--- config.mk ---
export PLATFORM = sky130hd
export DESIGN_NAME = psag_top
export DESIGN_NICKNAME = d
export VERILOG_FILES = /design/src/rtl/psag_pkg.sv /design/src/rtl/psag_addr_mux.sv /design/src/rtl/psag_top.sv
export SDC_FILE = /design/constraint.sdc
export NUM_CORES = 1
export LEC_CHECK = 0
export ABC_AREA = 1
export BUFFER_PORTS_ARGS = -buffer_cell sky130_fd_sc_hd__buf_2
export CORE_MARGIN = 4
export CORE_UTILIZATION = 46
export CTS_BUF_LIST = sky130_fd_sc_hd__clkbuf_4
export DETAILED_ROUTE_END_ITERATION = 8
export PLACE_DENSITY_LB_ADDON = 0.05
export SYNTH_ARGS = -nofsm -noshare
export SYNTH_HDL_FRONTEND = slang
export SYNTH_SLANG_ARGS = --single-unit
export TNS_END_PERCENT = 100
--- constraint.sdc ---
create_clock -name clk -period 1.21 [get_ports clk]
set_input_delay 0 -clock clk [delete_from_list [all_inputs] [get_ports clk]]
set_output_delay 0 -clock clk [all_outputs]
set_load 0.01 [all_outputs]
--- src/rtl/psag_pkg.sv ---
// Constants and types for the program space address generator
// Functional notes
// - Visibility mode drops data address bit 15; page bit 0 supplies program bit 15.
// - Visibility page takes any written value; only all zeros (program) or all ones (EEPROM) are legal, others set page_err.
// - EEPROM words are 16 bits; one low-word table read returns a whole word.
// - EEPROM locations are also readable through the visibility window.
package psag_pkg;
    localparam int PADDR_W = 24;
    localparam int EA_W    = 16;
    localparam int PAGE_W  = 8;
    localparam int PC_W    = 23;
    localparam int WORD_W  = 16;
    localparam int HI_W    = 8;
    localparam int EA_TOP  = 15;
    localparam logic [PAGE_W-1:0] PAGE_PROG   = 8'h00;
    localparam logic [PAGE_W-1:0] PAGE_EEPROM = 8'hff;
    localparam logic [PAGE_W-1:0] PAGE_RST    = 8'h00;
    typedef enum logic [1:0] {
        PSAG_IDLE,
        PSAG_WAIT,
        PSAG_DONE
    } psag_state_t;
    typedef enum logic [1:0] {
        PSAG_ACC_FETCH,
        PSAG_ACC_TABLE,
        PSAG_ACC_VIS
    } psag_acc_t;
endpackage

--- src/rtl/psag_addr_mux.sv ---
// Combinational program address former for fetch, table and visibility accesses
module psag_addr_mux
    import psag_pkg::*;
(
    input  wire psag_acc_t          acc_kind,      // Access type
    input  wire logic [PC_W-1:0]    pc,            // Program counter
    input  wire logic [PAGE_W-1:0]  table_page,    // Table page register
    input  wire logic [PAGE_W-1:0]  vis_page,      // Visibility page register
    input  wire logic [EA_W-1:0]    eff_addr,      // Data effective address
    output logic      [PADDR_W-1:0] prog_addr      // Formed program address
);
    // Address selection per access kind
    always_comb begin
        case (acc_kind)
            PSAG_ACC_FETCH: prog_addr = {1'b0, pc[PC_W-1:1], 1'b0};
            PSAG_ACC_TABLE: prog_addr = {table_page, eff_addr};
            PSAG_ACC_VIS:   prog_addr = {1'b0, vis_page[PAGE_W-1:1], vis_page[0],
                                         eff_addr[EA_TOP-1:0]};
            default:        prog_addr = '0;
        endcase
    end
endmodule

--- src/rtl/psag_top.sv ---
// Program space address generator: table, visibility and fetch addressing
//
// The strobed register port and the placing of the registers were left to the implementer.
module psag_top
    import psag_pkg::*;
(
    input  wire logic               clk,            // System clock, 10 MHz
    input  wire logic               nrst,           // Async reset, active low
    input  wire logic               ce,             // Clock enable, freezes state
    input  wire logic               page_wr,        // Write table page register
    input  wire logic               vis_wr,         // Write visibility page register
    input  wire logic [PAGE_W-1:0]  page_wdata,     // Page write data
    input  wire logic               fetch_req,      // Instruction fetch request
    input  wire logic [PC_W-1:0]    pc,             // Program counter
    input  wire logic               tbl_rd,         // Low-word table read
    input  wire logic               tbl_rd_hi,      // High-word table read
    input  wire logic               vis_rd,         // Visibility window read
    input  wire logic [EA_W-1:0]    eff_addr,       // Data effective address
    output logic                    mem_req,        // Memory request
    output logic                    mem_eeprom,     // Request targets EEPROM
    output logic      [PADDR_W-1:0] mem_addr,       // Program space address
    input  wire logic               mem_ack,        // Memory data valid
    input  wire logic [WORD_W-1:0]  mem_rdata,      // Low word from memory
    input  wire logic [HI_W-1:0]    mem_rdata_hi,   // Upper byte from flash
    output logic                    rd_valid,       // Read data valid pulse
    output logic      [WORD_W-1:0]  rd_data,        // Read data to core
    output logic      [PAGE_W-1:0]  table_page_out, // Table page readback
    output logic      [PAGE_W-1:0]  vis_page_out,   // Visibility page readback
    output logic                    page_err        // Illegal visibility page written
);

    // Sequencer and access decode
    psag_state_t            state_reg;      // Current sequencer state
    psag_state_t            state_next;     // Next sequencer state
    psag_acc_t              kind;           // Winning access kind
    logic                   start;          // Request taken this cycle
    logic                   ack_seen;       // Memory answer taken this cycle
    logic [PADDR_W-1:0]     formed;         // Address from the former

    // Page group
    logic [PAGE_W-1:0]      tpage_reg;      // Table page register
    logic [PAGE_W-1:0]      tpage_next;
    logic [PAGE_W-1:0]      vpage_reg;      // Visibility page register
    logic [PAGE_W-1:0]      vpage_next;
    logic                   err_reg;        // Illegal visibility page flag
    logic                   err_next;

    // Request group
    logic                   req_reg;        // Memory request
    logic                   req_next;
    logic                   ee_reg;         // Request targets the EEPROM
    logic                   ee_next;
    logic                   hi_reg;         // High-word table read
    logic                   hi_next;
    logic [PADDR_W-1:0]     addr_reg;       // Address held for the memory
    logic [PADDR_W-1:0]     addr_next;

    // Answer group
    logic                   vld_reg;        // Read data valid pulse
    logic                   vld_next;
    logic [WORD_W-1:0]      data_reg;       // Read data to the core
    logic [WORD_W-1:0]      data_next;

    // Fetch wins over data side, then visibility, then table
    always_comb begin
        if (fetch_req) begin
            kind = PSAG_ACC_FETCH;
        end else if (vis_rd) begin
            kind = PSAG_ACC_VIS;
        end else begin
            kind = PSAG_ACC_TABLE;
        end
    end

    psag_addr_mux u_mux (
        .acc_kind   (kind),
        .pc         (pc),
        .table_page (tpage_reg),
        .vis_page   (vpage_reg),
        .eff_addr   (eff_addr),
        .prog_addr  (formed)
    );

    // Requests only count while idle; busy ones are dropped, not queued
    assign start    = (state_reg == PSAG_IDLE) && (fetch_req || tbl_rd || tbl_rd_hi || vis_rd);
    // Answer only counts while waiting
    assign ack_seen = (state_reg == PSAG_WAIT) && mem_ack;

    // Page registers; a write lands even while a request is in flight
    always_comb begin
        tpage_next = tpage_reg;
        vpage_next = vpage_reg;
        err_next   = err_reg;
        // table page set up before reads
        if (page_wr) begin
            tpage_next = page_wdata;
        end
        if (vis_wr) begin
            vpage_next = page_wdata;
            err_next   = (page_wdata != PAGE_PROG) && (page_wdata != PAGE_EEPROM);
        end
    end

    // Page flops; ce low holds them
    always_ff @(posedge clk or negedge nrst) begin
        if (!nrst) begin
            tpage_reg <= PAGE_RST;
            vpage_reg <= PAGE_RST;
            err_reg   <= 1'b0;
        end else if (ce) begin
            tpage_reg <= tpage_next;
            vpage_reg <= vpage_next;
            err_reg   <= err_next;
        end
    end

    // Sequencer: idle, wait for the memory, one done cycle
    always_comb begin
        state_next = state_reg;
        case (state_reg)
            PSAG_IDLE: begin
                if (start) begin
                    state_next = PSAG_WAIT;
                end
            end
            PSAG_WAIT: begin
                if (mem_ack) begin
                    state_next = PSAG_DONE;
                end
            end
            // Done cycle keeps a new request off the rd_valid cycle
            PSAG_DONE: begin
                state_next = PSAG_IDLE;
            end
            default: begin
                state_next = PSAG_IDLE;
            end
        endcase
    end

    // Sequencer flop
    always_ff @(posedge clk or negedge nrst) begin
        if (!nrst) begin
            state_reg <= PSAG_IDLE;
        end else if (ce) begin
            state_reg <= state_next;
        end
    end

    // Request fields latched when taken, held until the memory answers
    always_comb begin
        req_next  = req_reg;
        ee_next   = ee_reg;
        hi_next   = hi_reg;
        addr_next = addr_reg;
        if (start) begin
            req_next  = 1'b1;
            addr_next = formed;
            hi_next   = tbl_rd_hi && !fetch_req && !vis_rd;
            if (fetch_req) begin
                ee_next = 1'b0;
            end else if (vis_rd) begin
                ee_next = (vpage_reg == PAGE_EEPROM);
            end else begin
                ee_next = (tpage_reg == PAGE_EEPROM);
            end
        end else if (ack_seen) begin
            req_next  = 1'b0;
        end
    end

    // Request flops; a steady address spares the memory a moving target
    always_ff @(posedge clk or negedge nrst) begin
        if (!nrst) begin
            req_reg  <= 1'b0;
            ee_reg   <= 1'b0;
            hi_reg   <= 1'b0;
            addr_reg <= '0;
        end else if (ce) begin
            req_reg  <= req_next;
            ee_reg   <= ee_next;
            hi_reg   <= hi_next;
            addr_reg <= addr_next;
        end
    end

    // Answer pulse and data; EEPROM has no upper byte, so a high read gives zero
    always_comb begin
        vld_next  = 1'b0;
        data_next = data_reg;
        if (ack_seen) begin
            vld_next = 1'b1;
            // EEPROM word complete in low read
            if (!hi_reg) begin
                data_next = mem_rdata;
            end else if (ee_reg) begin
                data_next = '0;
            end else begin
                data_next = {{(WORD_W-HI_W){1'b0}}, mem_rdata_hi};
            end
        end
    end

    // Answer flops
    always_ff @(posedge clk or negedge nrst) begin
        if (!nrst) begin
            vld_reg  <= 1'b0;
            data_reg <= '0;
        end else if (ce) begin
            vld_reg  <= vld_next;
            data_reg <= data_next;
        end
    end

    // Outputs straight from flops
    assign mem_req        = req_reg;
    assign mem_eeprom     = ee_reg;
    assign mem_addr       = addr_reg;
    assign rd_valid       = vld_reg;
    assign rd_data        = data_reg;
    assign table_page_out = tpage_reg;
    assign vis_page_out   = vpage_reg;
    assign page_err       = err_reg;
endmodule

==> results.txt, run 1 <==
Start point of the critical path: state_reg[0]. The synthesized area divided by synthesized cell count is 8.54 um^2. Type of the setup path with the least slack: register to register. The weighted congestion reported at the end of routability-driven placement is 0.785, and the total design power is 7870 uW. The clock network accounts for 14.2% of the total power.

The synthesized-area fraction occupied by adder cells was 0%; the detailed-route DRC error count was 0. The tools report the number of setup violations in the final report as 2. Portion of netlist area occupied by mux cells: 0%.

By area, the combinational part of the netlist is dominated by simple AND/OR/NAND/NOR gates. For the H-tree depth reported by CTS, the log shows 3. The library cell used most frequently in the layout, excluding fill and tap cells, is buf_2.

Clock tree synthesis selected as its root buffer the cell clkbuf_4. Relative to the synthesized area, the layout overhead comes to 60.4%. The critical path ends at mem_addr[12].

The type of the most critical hold path is input pin to register. The run gives 347 as the synthesized instance count. The die is 88.3 um wide.

For the final worst-path setup slack, the log shows -7.37 ps. The worst setup path is captured at a register. The run finished, with violations left. The number of nets handed over by synthesis was 428. Setup repair after global routing could not meet its margin everywhere. No sink is reached through more buffers than the 2 on the longest clock path. Dividing total power by cell area gives a power density of 1650 nW/um^2. The clock-pin slew on the worst setup and hold paths works out to 110 ps. On the final layout, the worst hold slack is 79.4 ps. The all-layer global routing usage is 25.1%, and the number of vias after detailed routing is 3,289. After Yosys synthesis, and, or, nand and nor cells account for 26.4% of the synthesized area. For this design the total switching power over the nets is 3000 uW. Number of antenna violations at the first check in global routing: 0. The worst register-to-register path ends at mem_addr[12]. Of the total synthesized cell area, the portion taken by XOR and XNOR cells is 0%.

The standard-cell row count was 28. The run gives 9.68 mm as the overall routed net length. Dividing the detail-routed wire length by the instance count gives 14.8 um. At the pin with the least slew margin, the transition time is 448 ps. For the worst setup path, the data required time is 1530 ps. Overall overflow remaining after global route: 0.

141 I/O pins were placed. The worst setup path is launched from a register. The largest single stage delay on the critical path is 400 ps.

Data on the critical path arrives at its endpoint at 1530 ps. The logs give 654 for the filler-free cell count of the finished design and 3770 um^2 for the cell area after placement. In the layout the commonest cells are buf_2, nand2_1, dlygate4sd3_1, dfrtp_1, nand3_1.

The maximum fanout along the worst path was 6. The final reports fail on negative setup slack. The clock period minus worst slack was 1220 ps. The count of state elements after synthesis came out at 63. The worst register-to-register path begins at state_reg[0]. The number of routed nets with antenna violations was 0; the clock insertion delay at the later pin of the skew report was 390 ps. The logs give 120 for the number of DRC markers in iteration 0 and 0 for the hold violation total from the final report.

Cells fill 78.0% of the core in the end. After legalization and detailed placement, the total HPWL measured 5.99 mm. For the number of detailed-routing iterations run before antenna repair, the log shows 4. The run gives 3,263 as the via count of the first global-routing pass.

Port buffering added 139 buffers. The net count of the finished layout is 657. The critical path goes through inv_2, nand2_2, nor2_4, nand2_4, inv_8, clkbuf_16, o211ai_1, nand2_1.

Net switching is 38.1% of the power. Ranked by total cell area, the synthesized netlist is headed by dfrtp_1, nand2_1, nand3_1, o211ai_1, o21ai_0. In the routed layout, each cell is associated on average with a via count of 5.03. For the number of fillers in the final layout, the log shows 454. IR analysis of the VDD net gives a maximum drop of 1.03 mV. The worst slew slack as a fraction of its limit came out at 70.1%. In this run the standard cell core region covers 6100 um^2. The static leakage was 0.00249 uW; the worst reg-to-reg path cell count was 8.

TritonCTS built the clock tree. The proportion of layout cells with a drive suffix above 1 was 34.9%. The flip-flop count of the largest register, all copies and words added was 24; the total of warnings raised by yosys was 0. The mapped cell area is 2960 um^2, and the TritonCTS buffer count is 9.

0 antenna diodes ended up in the layout. The synthesized-area fraction occupied by ao, oa, aoi and oai cells came out at 14.1%. Dividing the final minimum period by the clock period gives 101%. Entering global routing, the biggest net connects 64 pins. The first global-routing pass estimated 15.2 mm of wire. The most area-hungry cell type in the Yosys netlist is dfrtp_1. Counting distinct cell types in the post-synthesis netlist gives 28. The floorplan step defined a die boundary enclosing 7790 um^2.

Summing all multi-input logic gate instances after layout gives 1230 um^2. For this configuration, the core starts out at a cell density of 48.6%. The max-capacitance violation count was 0; the portion of the post-synthesis area used by sequential elements was 53.2%. The internal portion of the total power is 4870 uW. For this run, the top clock speed supported by timing is 0.821 GHz. The slowest cell on the critical path is dfrtp_1.

The number of placed instances with taps included is 559, and the sequential cell area in the final layout is 1580 um^2. Final non-filler cell area: 4760 um^2. The reg-to-reg setup timing slack was -7 ps; the combinational power share was 43.7%. The max-slew violation count was 0; the vertical extent of the die was 88.3 um. Between clock sinks in the finished design, the worst skew comes to 20.4 ps.

The area fraction of the dominant cell type after synthesis was 53.2%. The clock net in this run drives a total of 63 sinks. Per report_power, the sequential group accounts for 42.1% of the total.
## critical path: cells and delay by family (launching register included)
family	cells	cell delay, ps
compound gates	1	80
simple gates	4	380
buf+inv	3	300
flops	1	400
## power by group through the flow
stage | clock network [uW] | logic (uW) | registers, uW
after global routing | 1250 | 3790 | 3390
after detailed placement | 0 | 2920 | 3330
after floorplan | 0 | 1280 | 3660
after CTS | 1150 | 3110 | 3290
after global placement | 0 | 2870 | 3310
final | 1120 | 3440 | 3310
## worst min-delay path by stage
stage                     cells after the start      start  slack, ps           end
after floorplan                               0       nrst       -300        hi_reg
after global placement                        2       nrst         40    rd_data[0]
after detailed placement                      2       nrst         40    rd_data[0]
after CTS                                     6     tbl_rd         50        hi_reg
after global routing                          5     vis_rd         90        hi_reg
final                                         5  fetch_req         80  mem_addr[15]
## synthesized netlist by cell type
| master | n |
|---|---|
| a21oi_1 | 16 |
| a21oi_2 | 2 |
| buf_1 | 1 |
| buf_2 | 6 |
| buf_4 | 1 |
| buf_6 | 5 |
| clkbuf_1 | 3 |
| clkinv_1 | 1 |
| dfrtp_1 | 63 |
| inv_1 | 15 |
| inv_2 | 3 |
| inv_4 | 1 |
| nand2_1 | 124 |
| nand2_2 | 1 |
| nand3_1 | 25 |
| nor2_1 | 13 |
| nor2_2 | 1 |
| nor2_4 | 2 |
| nor3_1 | 4 |
| o211ai_1 | 13 |
| o211ai_2 | 7 |
| o21a_1 | 1 |
| o21ai_0 | 19 |
| o21ai_1 | 5 |
| o221ai_1 | 1 |
| or2_0 | 3 |
| or2_1 | 4 |
| or2_2 | 7 |
## stage by stage
| step | setup WS (ps) | setup TNS (ps) |
|---|---|---|
| final | -7.37 | -10.9 |
| after global routing | -79.1 | -1240 |
| after CTS | 6.30 | 0 |
| after detailed placement | 34.6 | 0 |
| after global placement | 59.1 | 0 |
| after floorplan | 91.2 | 0 |
## cell type report
cell class	instances	share of cell area, %
repair buffers	234	35.2
flip-flops and latches	63	33.1
multi-input cells	248	25.8
well taps	75	1.97
inverters	20	1.84
clock buffers	11	1.74
clock inverters	3	0.263
## what timing repair did
action                     4_1_cts  5_1_grt
buffers inserted                 0        4
setup endpoints to repair        0       32
hold buffers                    75        0
gates resized for setup          0       18
hold endpoints to repair       123        0
## layer usage
metal	vias to the layer above	wire (um)	global-route usage, %
li1	1599	-	-
met1	1543	3900	31.0
met2	127	4940	44.2
met3	20	652	4.19
met4	0	193	9.07
met5	-	0	0
## logic make-up after synthesis
group,after synthesis
AOI/OAI and AO/OA,64
DFF,63
buffers and inverters,36
and+or+nand+nor,184
Power figures use the tool's default switching activity.
==> inputs of run 2 (changes only) <==
Settings changed: SKIP_LAST_GASP set to 1.
==> run 2 against run 1 <==
Compared with the run above:
- the flow still finishes with violations (negative setup slack)
- register-to-register slack about the same
- first-iteration DRC count grew 5.8%
- wire length is 0.35% higher
- die area is the same
- sequential cell count did not move
- critical path type unchanged
- critical endpoint unchanged
- largest power group unchanged
==> results.txt, run 2 (synthesis gave the netlist of run 1 again) <==
The run finished, with violations left. Violated checks: negative setup slack (unchanged). The H-tree depth reported by CTS came out at 3 (unchanged). For the worst-case clock skew, the log shows 16.1 ps (was 20.4 ps). The overall overflow remaining after global route was 0 (unchanged); the fraction of power spent switching nets was 38.1% (about the same).

The data arrival time at the worst-slack endpoint came out at 1540 ps (was 1530 ps). The number of antenna violations at the first check in global routing is 0 (unchanged), and the number of detailed-routing iterations run before antenna repair is 4 (unchanged). The number of vias after detailed routing is 3,297 (was 3,289), and the starting density of the core is 48.6% (unchanged). The pin count of the biggest net entering global routing is 64 (unchanged).

The maximum buffer depth of the clock tree came out at 2 (unchanged). The tools report the combinational power share as 43.6% (was 43.7%). For the worst slew slack as a fraction of its limit, the log shows 70.2% (was 70.1%).

The run gives 141 (unchanged) as the count of boundary I/O pins. Setup repair after global routing could not meet its margin everywhere. The type of the setup path with the least slack is register to register (unchanged). The run gives 78.0% (about the same) as the final core utilization. The tools report the clock insertion delay at the later pin of the skew report as 400 ps (was 390 ps).

The most common cell after layout, fill and taps aside was buf_2 (unchanged). The horizontal die dimension was 88.3 um (unchanged); the power density normalized to cell area was 1660 nW/um^2 (was 1650 nW/um^2). The sequential share of power came out at 42.1% (about the same). The post-route clock period utilization came out at 101% (about the same). The standard-cell row count came out at 28 (unchanged). The tools report the max-capacitance violation count as 0 (unchanged). The maximum fanout along the worst path is 6 (unchanged), and the proportion of layout cells with a drive suffix above 1 is 34.7% (was 34.9%). For the footprint of the multi-input gates, the log shows 1220 um^2 (was 1230 um^2). The logs give 127 (was 120) for the number of DRC markers in iteration 0 and 9.72 mm (was 9.68 mm) for the overall routed net length. The all-layer global routing usage is 25.1% (unchanged), and the number of setup violations in the final report is 2 (unchanged).

Internal portion of total power: 4870 uW (about the same). The area enclosed by the die boundary came out at 7790 um^2 (unchanged). The relative area change from synthesis to final layout works out to 60.3% (was 60.4%). The tools report the power share of the clock group as 14.3% (was 14.2%). The TritonCTS buffer count is 9 (unchanged). Commonest non-fill, non-tap cells in the layout: buf_2, nand2_1, dlygate4sd3_1, dfrtp_1, nand3_1 (unchanged). The flip-flop count of the largest register, all copies and words added came out at 24 (unchanged). Highest ir drop seen on vdd: 1.02 mV (was 1.03 mV). The kind of end point of the critical path was a register (unchanged). The run gives 5.99 mm (unchanged) as the total half-perimeter wirelength after legalization and detailed placement. The tools report the post-placement setup slack as 34.6 ps (unchanged). The final worst-path setup slack is -9.04 ps (was -7.37 ps).

TritonCTS built the clock tree. The placeable core area is 6100 um^2 (unchanged), and the actual slew at the worst max-slew pin is 446 ps (was 448 ps). The type of the most critical hold path was input pin to register (unchanged). The number of vias per cell is 5.04 (was 5.03), and the per-cell routed wire length is 14.9 um (was 14.8 um).

The clock tree root buffer cell is clkbuf_4 (unchanged). The vertical extent of the die was 88.3 um (unchanged). Required time at the worst-slack endpoint: 1530 ps (about the same). For the number of nets in the finished design, the log shows 657 (unchanged).

The total design power was 7870 uW (about the same); the hold violation total from the final report was 0 (unchanged). The clock-pin slew on the worst setup and hold paths was 100 ps (was 110 ps); the count of buffers inserted at the top-level ports was 139 (unchanged). The via count of the first global-routing pass is 3,263 (unchanged). The tools report the switching component of the power as 3000 uW (about the same). The number of fillers in the final layout is 452 (was 454). The detailed-route DRC error count came out at 0 (unchanged).

The tools report the critical path startpoint category as a register (unchanged). The post-route setup TNS was -14.7 ps (was -10.9 ps). The logs give 15.2 mm (unchanged) for the global-route wire length before repair and 0.785 (unchanged) for the weighted congestion reported at the end of routability-driven placement. The maximum clock rate is 0.820 GHz (was 0.821 GHz), and the sequential cell area in the final layout is 1580 um^2 (unchanged).

The number of routed nets with antenna violations is 0 (unchanged), and the count of inserted antenna diode cells is 0 (unchanged). The logs give 63 (unchanged) for the number of sinks driven by the clock tree and 0 (unchanged) for the max-slew violation count. The static leakage was 0.00249 uW (about the same); the clock period minus worst slack was 1220 ps (about the same).
-- run 2: cell type report --
class,count,area share (%)
timing repair buffer,234,35.3
sequential,63,33.2
multi-input combinational,248,25.8
tap,75,1.97
inverter,20,1.84
clock buffer,11,1.74
clock inverter,3,0.263
-- run 2: power by group through the flow --
stage	logic, uW	registers, uW	clock network [uW]
2_1_floorplan	1280	3660	0
3_3_place_gp	2870	3310	0
3_5_place_dp	2920	3330	0
4_1_cts	3110	3290	1150
5_1_grt	3780	3400	1250
6_report	3430	3310	1120
-- run 2: per-layer routing --
| metal | GRT usage (%) | wire length (um) | share of wire (%) | vias up |
|---|---|---|---|---|
| li1 | - | - | - | 1600 |
| met3 | 4.19 | 691 | 7.1 | 22 |
| met4 | 9.07 | 200 | 2.1 | 0 |
| met2 | 44.2 | 4960 | 51 | 134 |
| met1 | 31.0 | 3860 | 40 | 1541 |
| met5 | 0 | 0 | 0 | - |
-- run 2: per-stage QoR --
stage | area [um^2] | cells | hold WS (ps)
final | 4750 | 654 | 73.9
after global routing | 4750 | 654 | 94.7
after CTS | 4620 | 648 | 46.4
after detailed placement | 3770 | 559 | 37.7
after global placement | 3770 | 559 | 38.5
after floorplan | 2960 | 347 | -296
-- run 2: worst paths after layout --
path	end	start	slack [ps]	depth (start not counted)
max in group asynchronous	mem_addr[12]	nrst	790	3
min	mem_addr[15]	fetch_req	70	5
max reg2reg	mem_addr[12]	state_reg[0]	-9	8
min reg2reg	mem_req	mem_req	480	2
max	mem_addr[12]	state_reg[0]	-9	8
min in group asynchronous	mem_addr[13]	nrst	140	3
-- run 2: critical path, cell delays in order, from the launching register on --
cell       delay [ps]
dfrtp_1           400
inv_2              70
nand2_2            70
nor2_4            130
nand2_4           110
inv_8              90
clkbuf_16         150
o211ai_1           80
nand2_1            60
-- run 2: timing repair --
action | 4_1_cts | 5_1_grt
gates resized for setup | 0 | 17
hold buffers | 75 | 0
endpoints found under the hold margin | 123 | 0
setup buffers | 0 | 4
endpoints found under the setup margin | 0 | 32
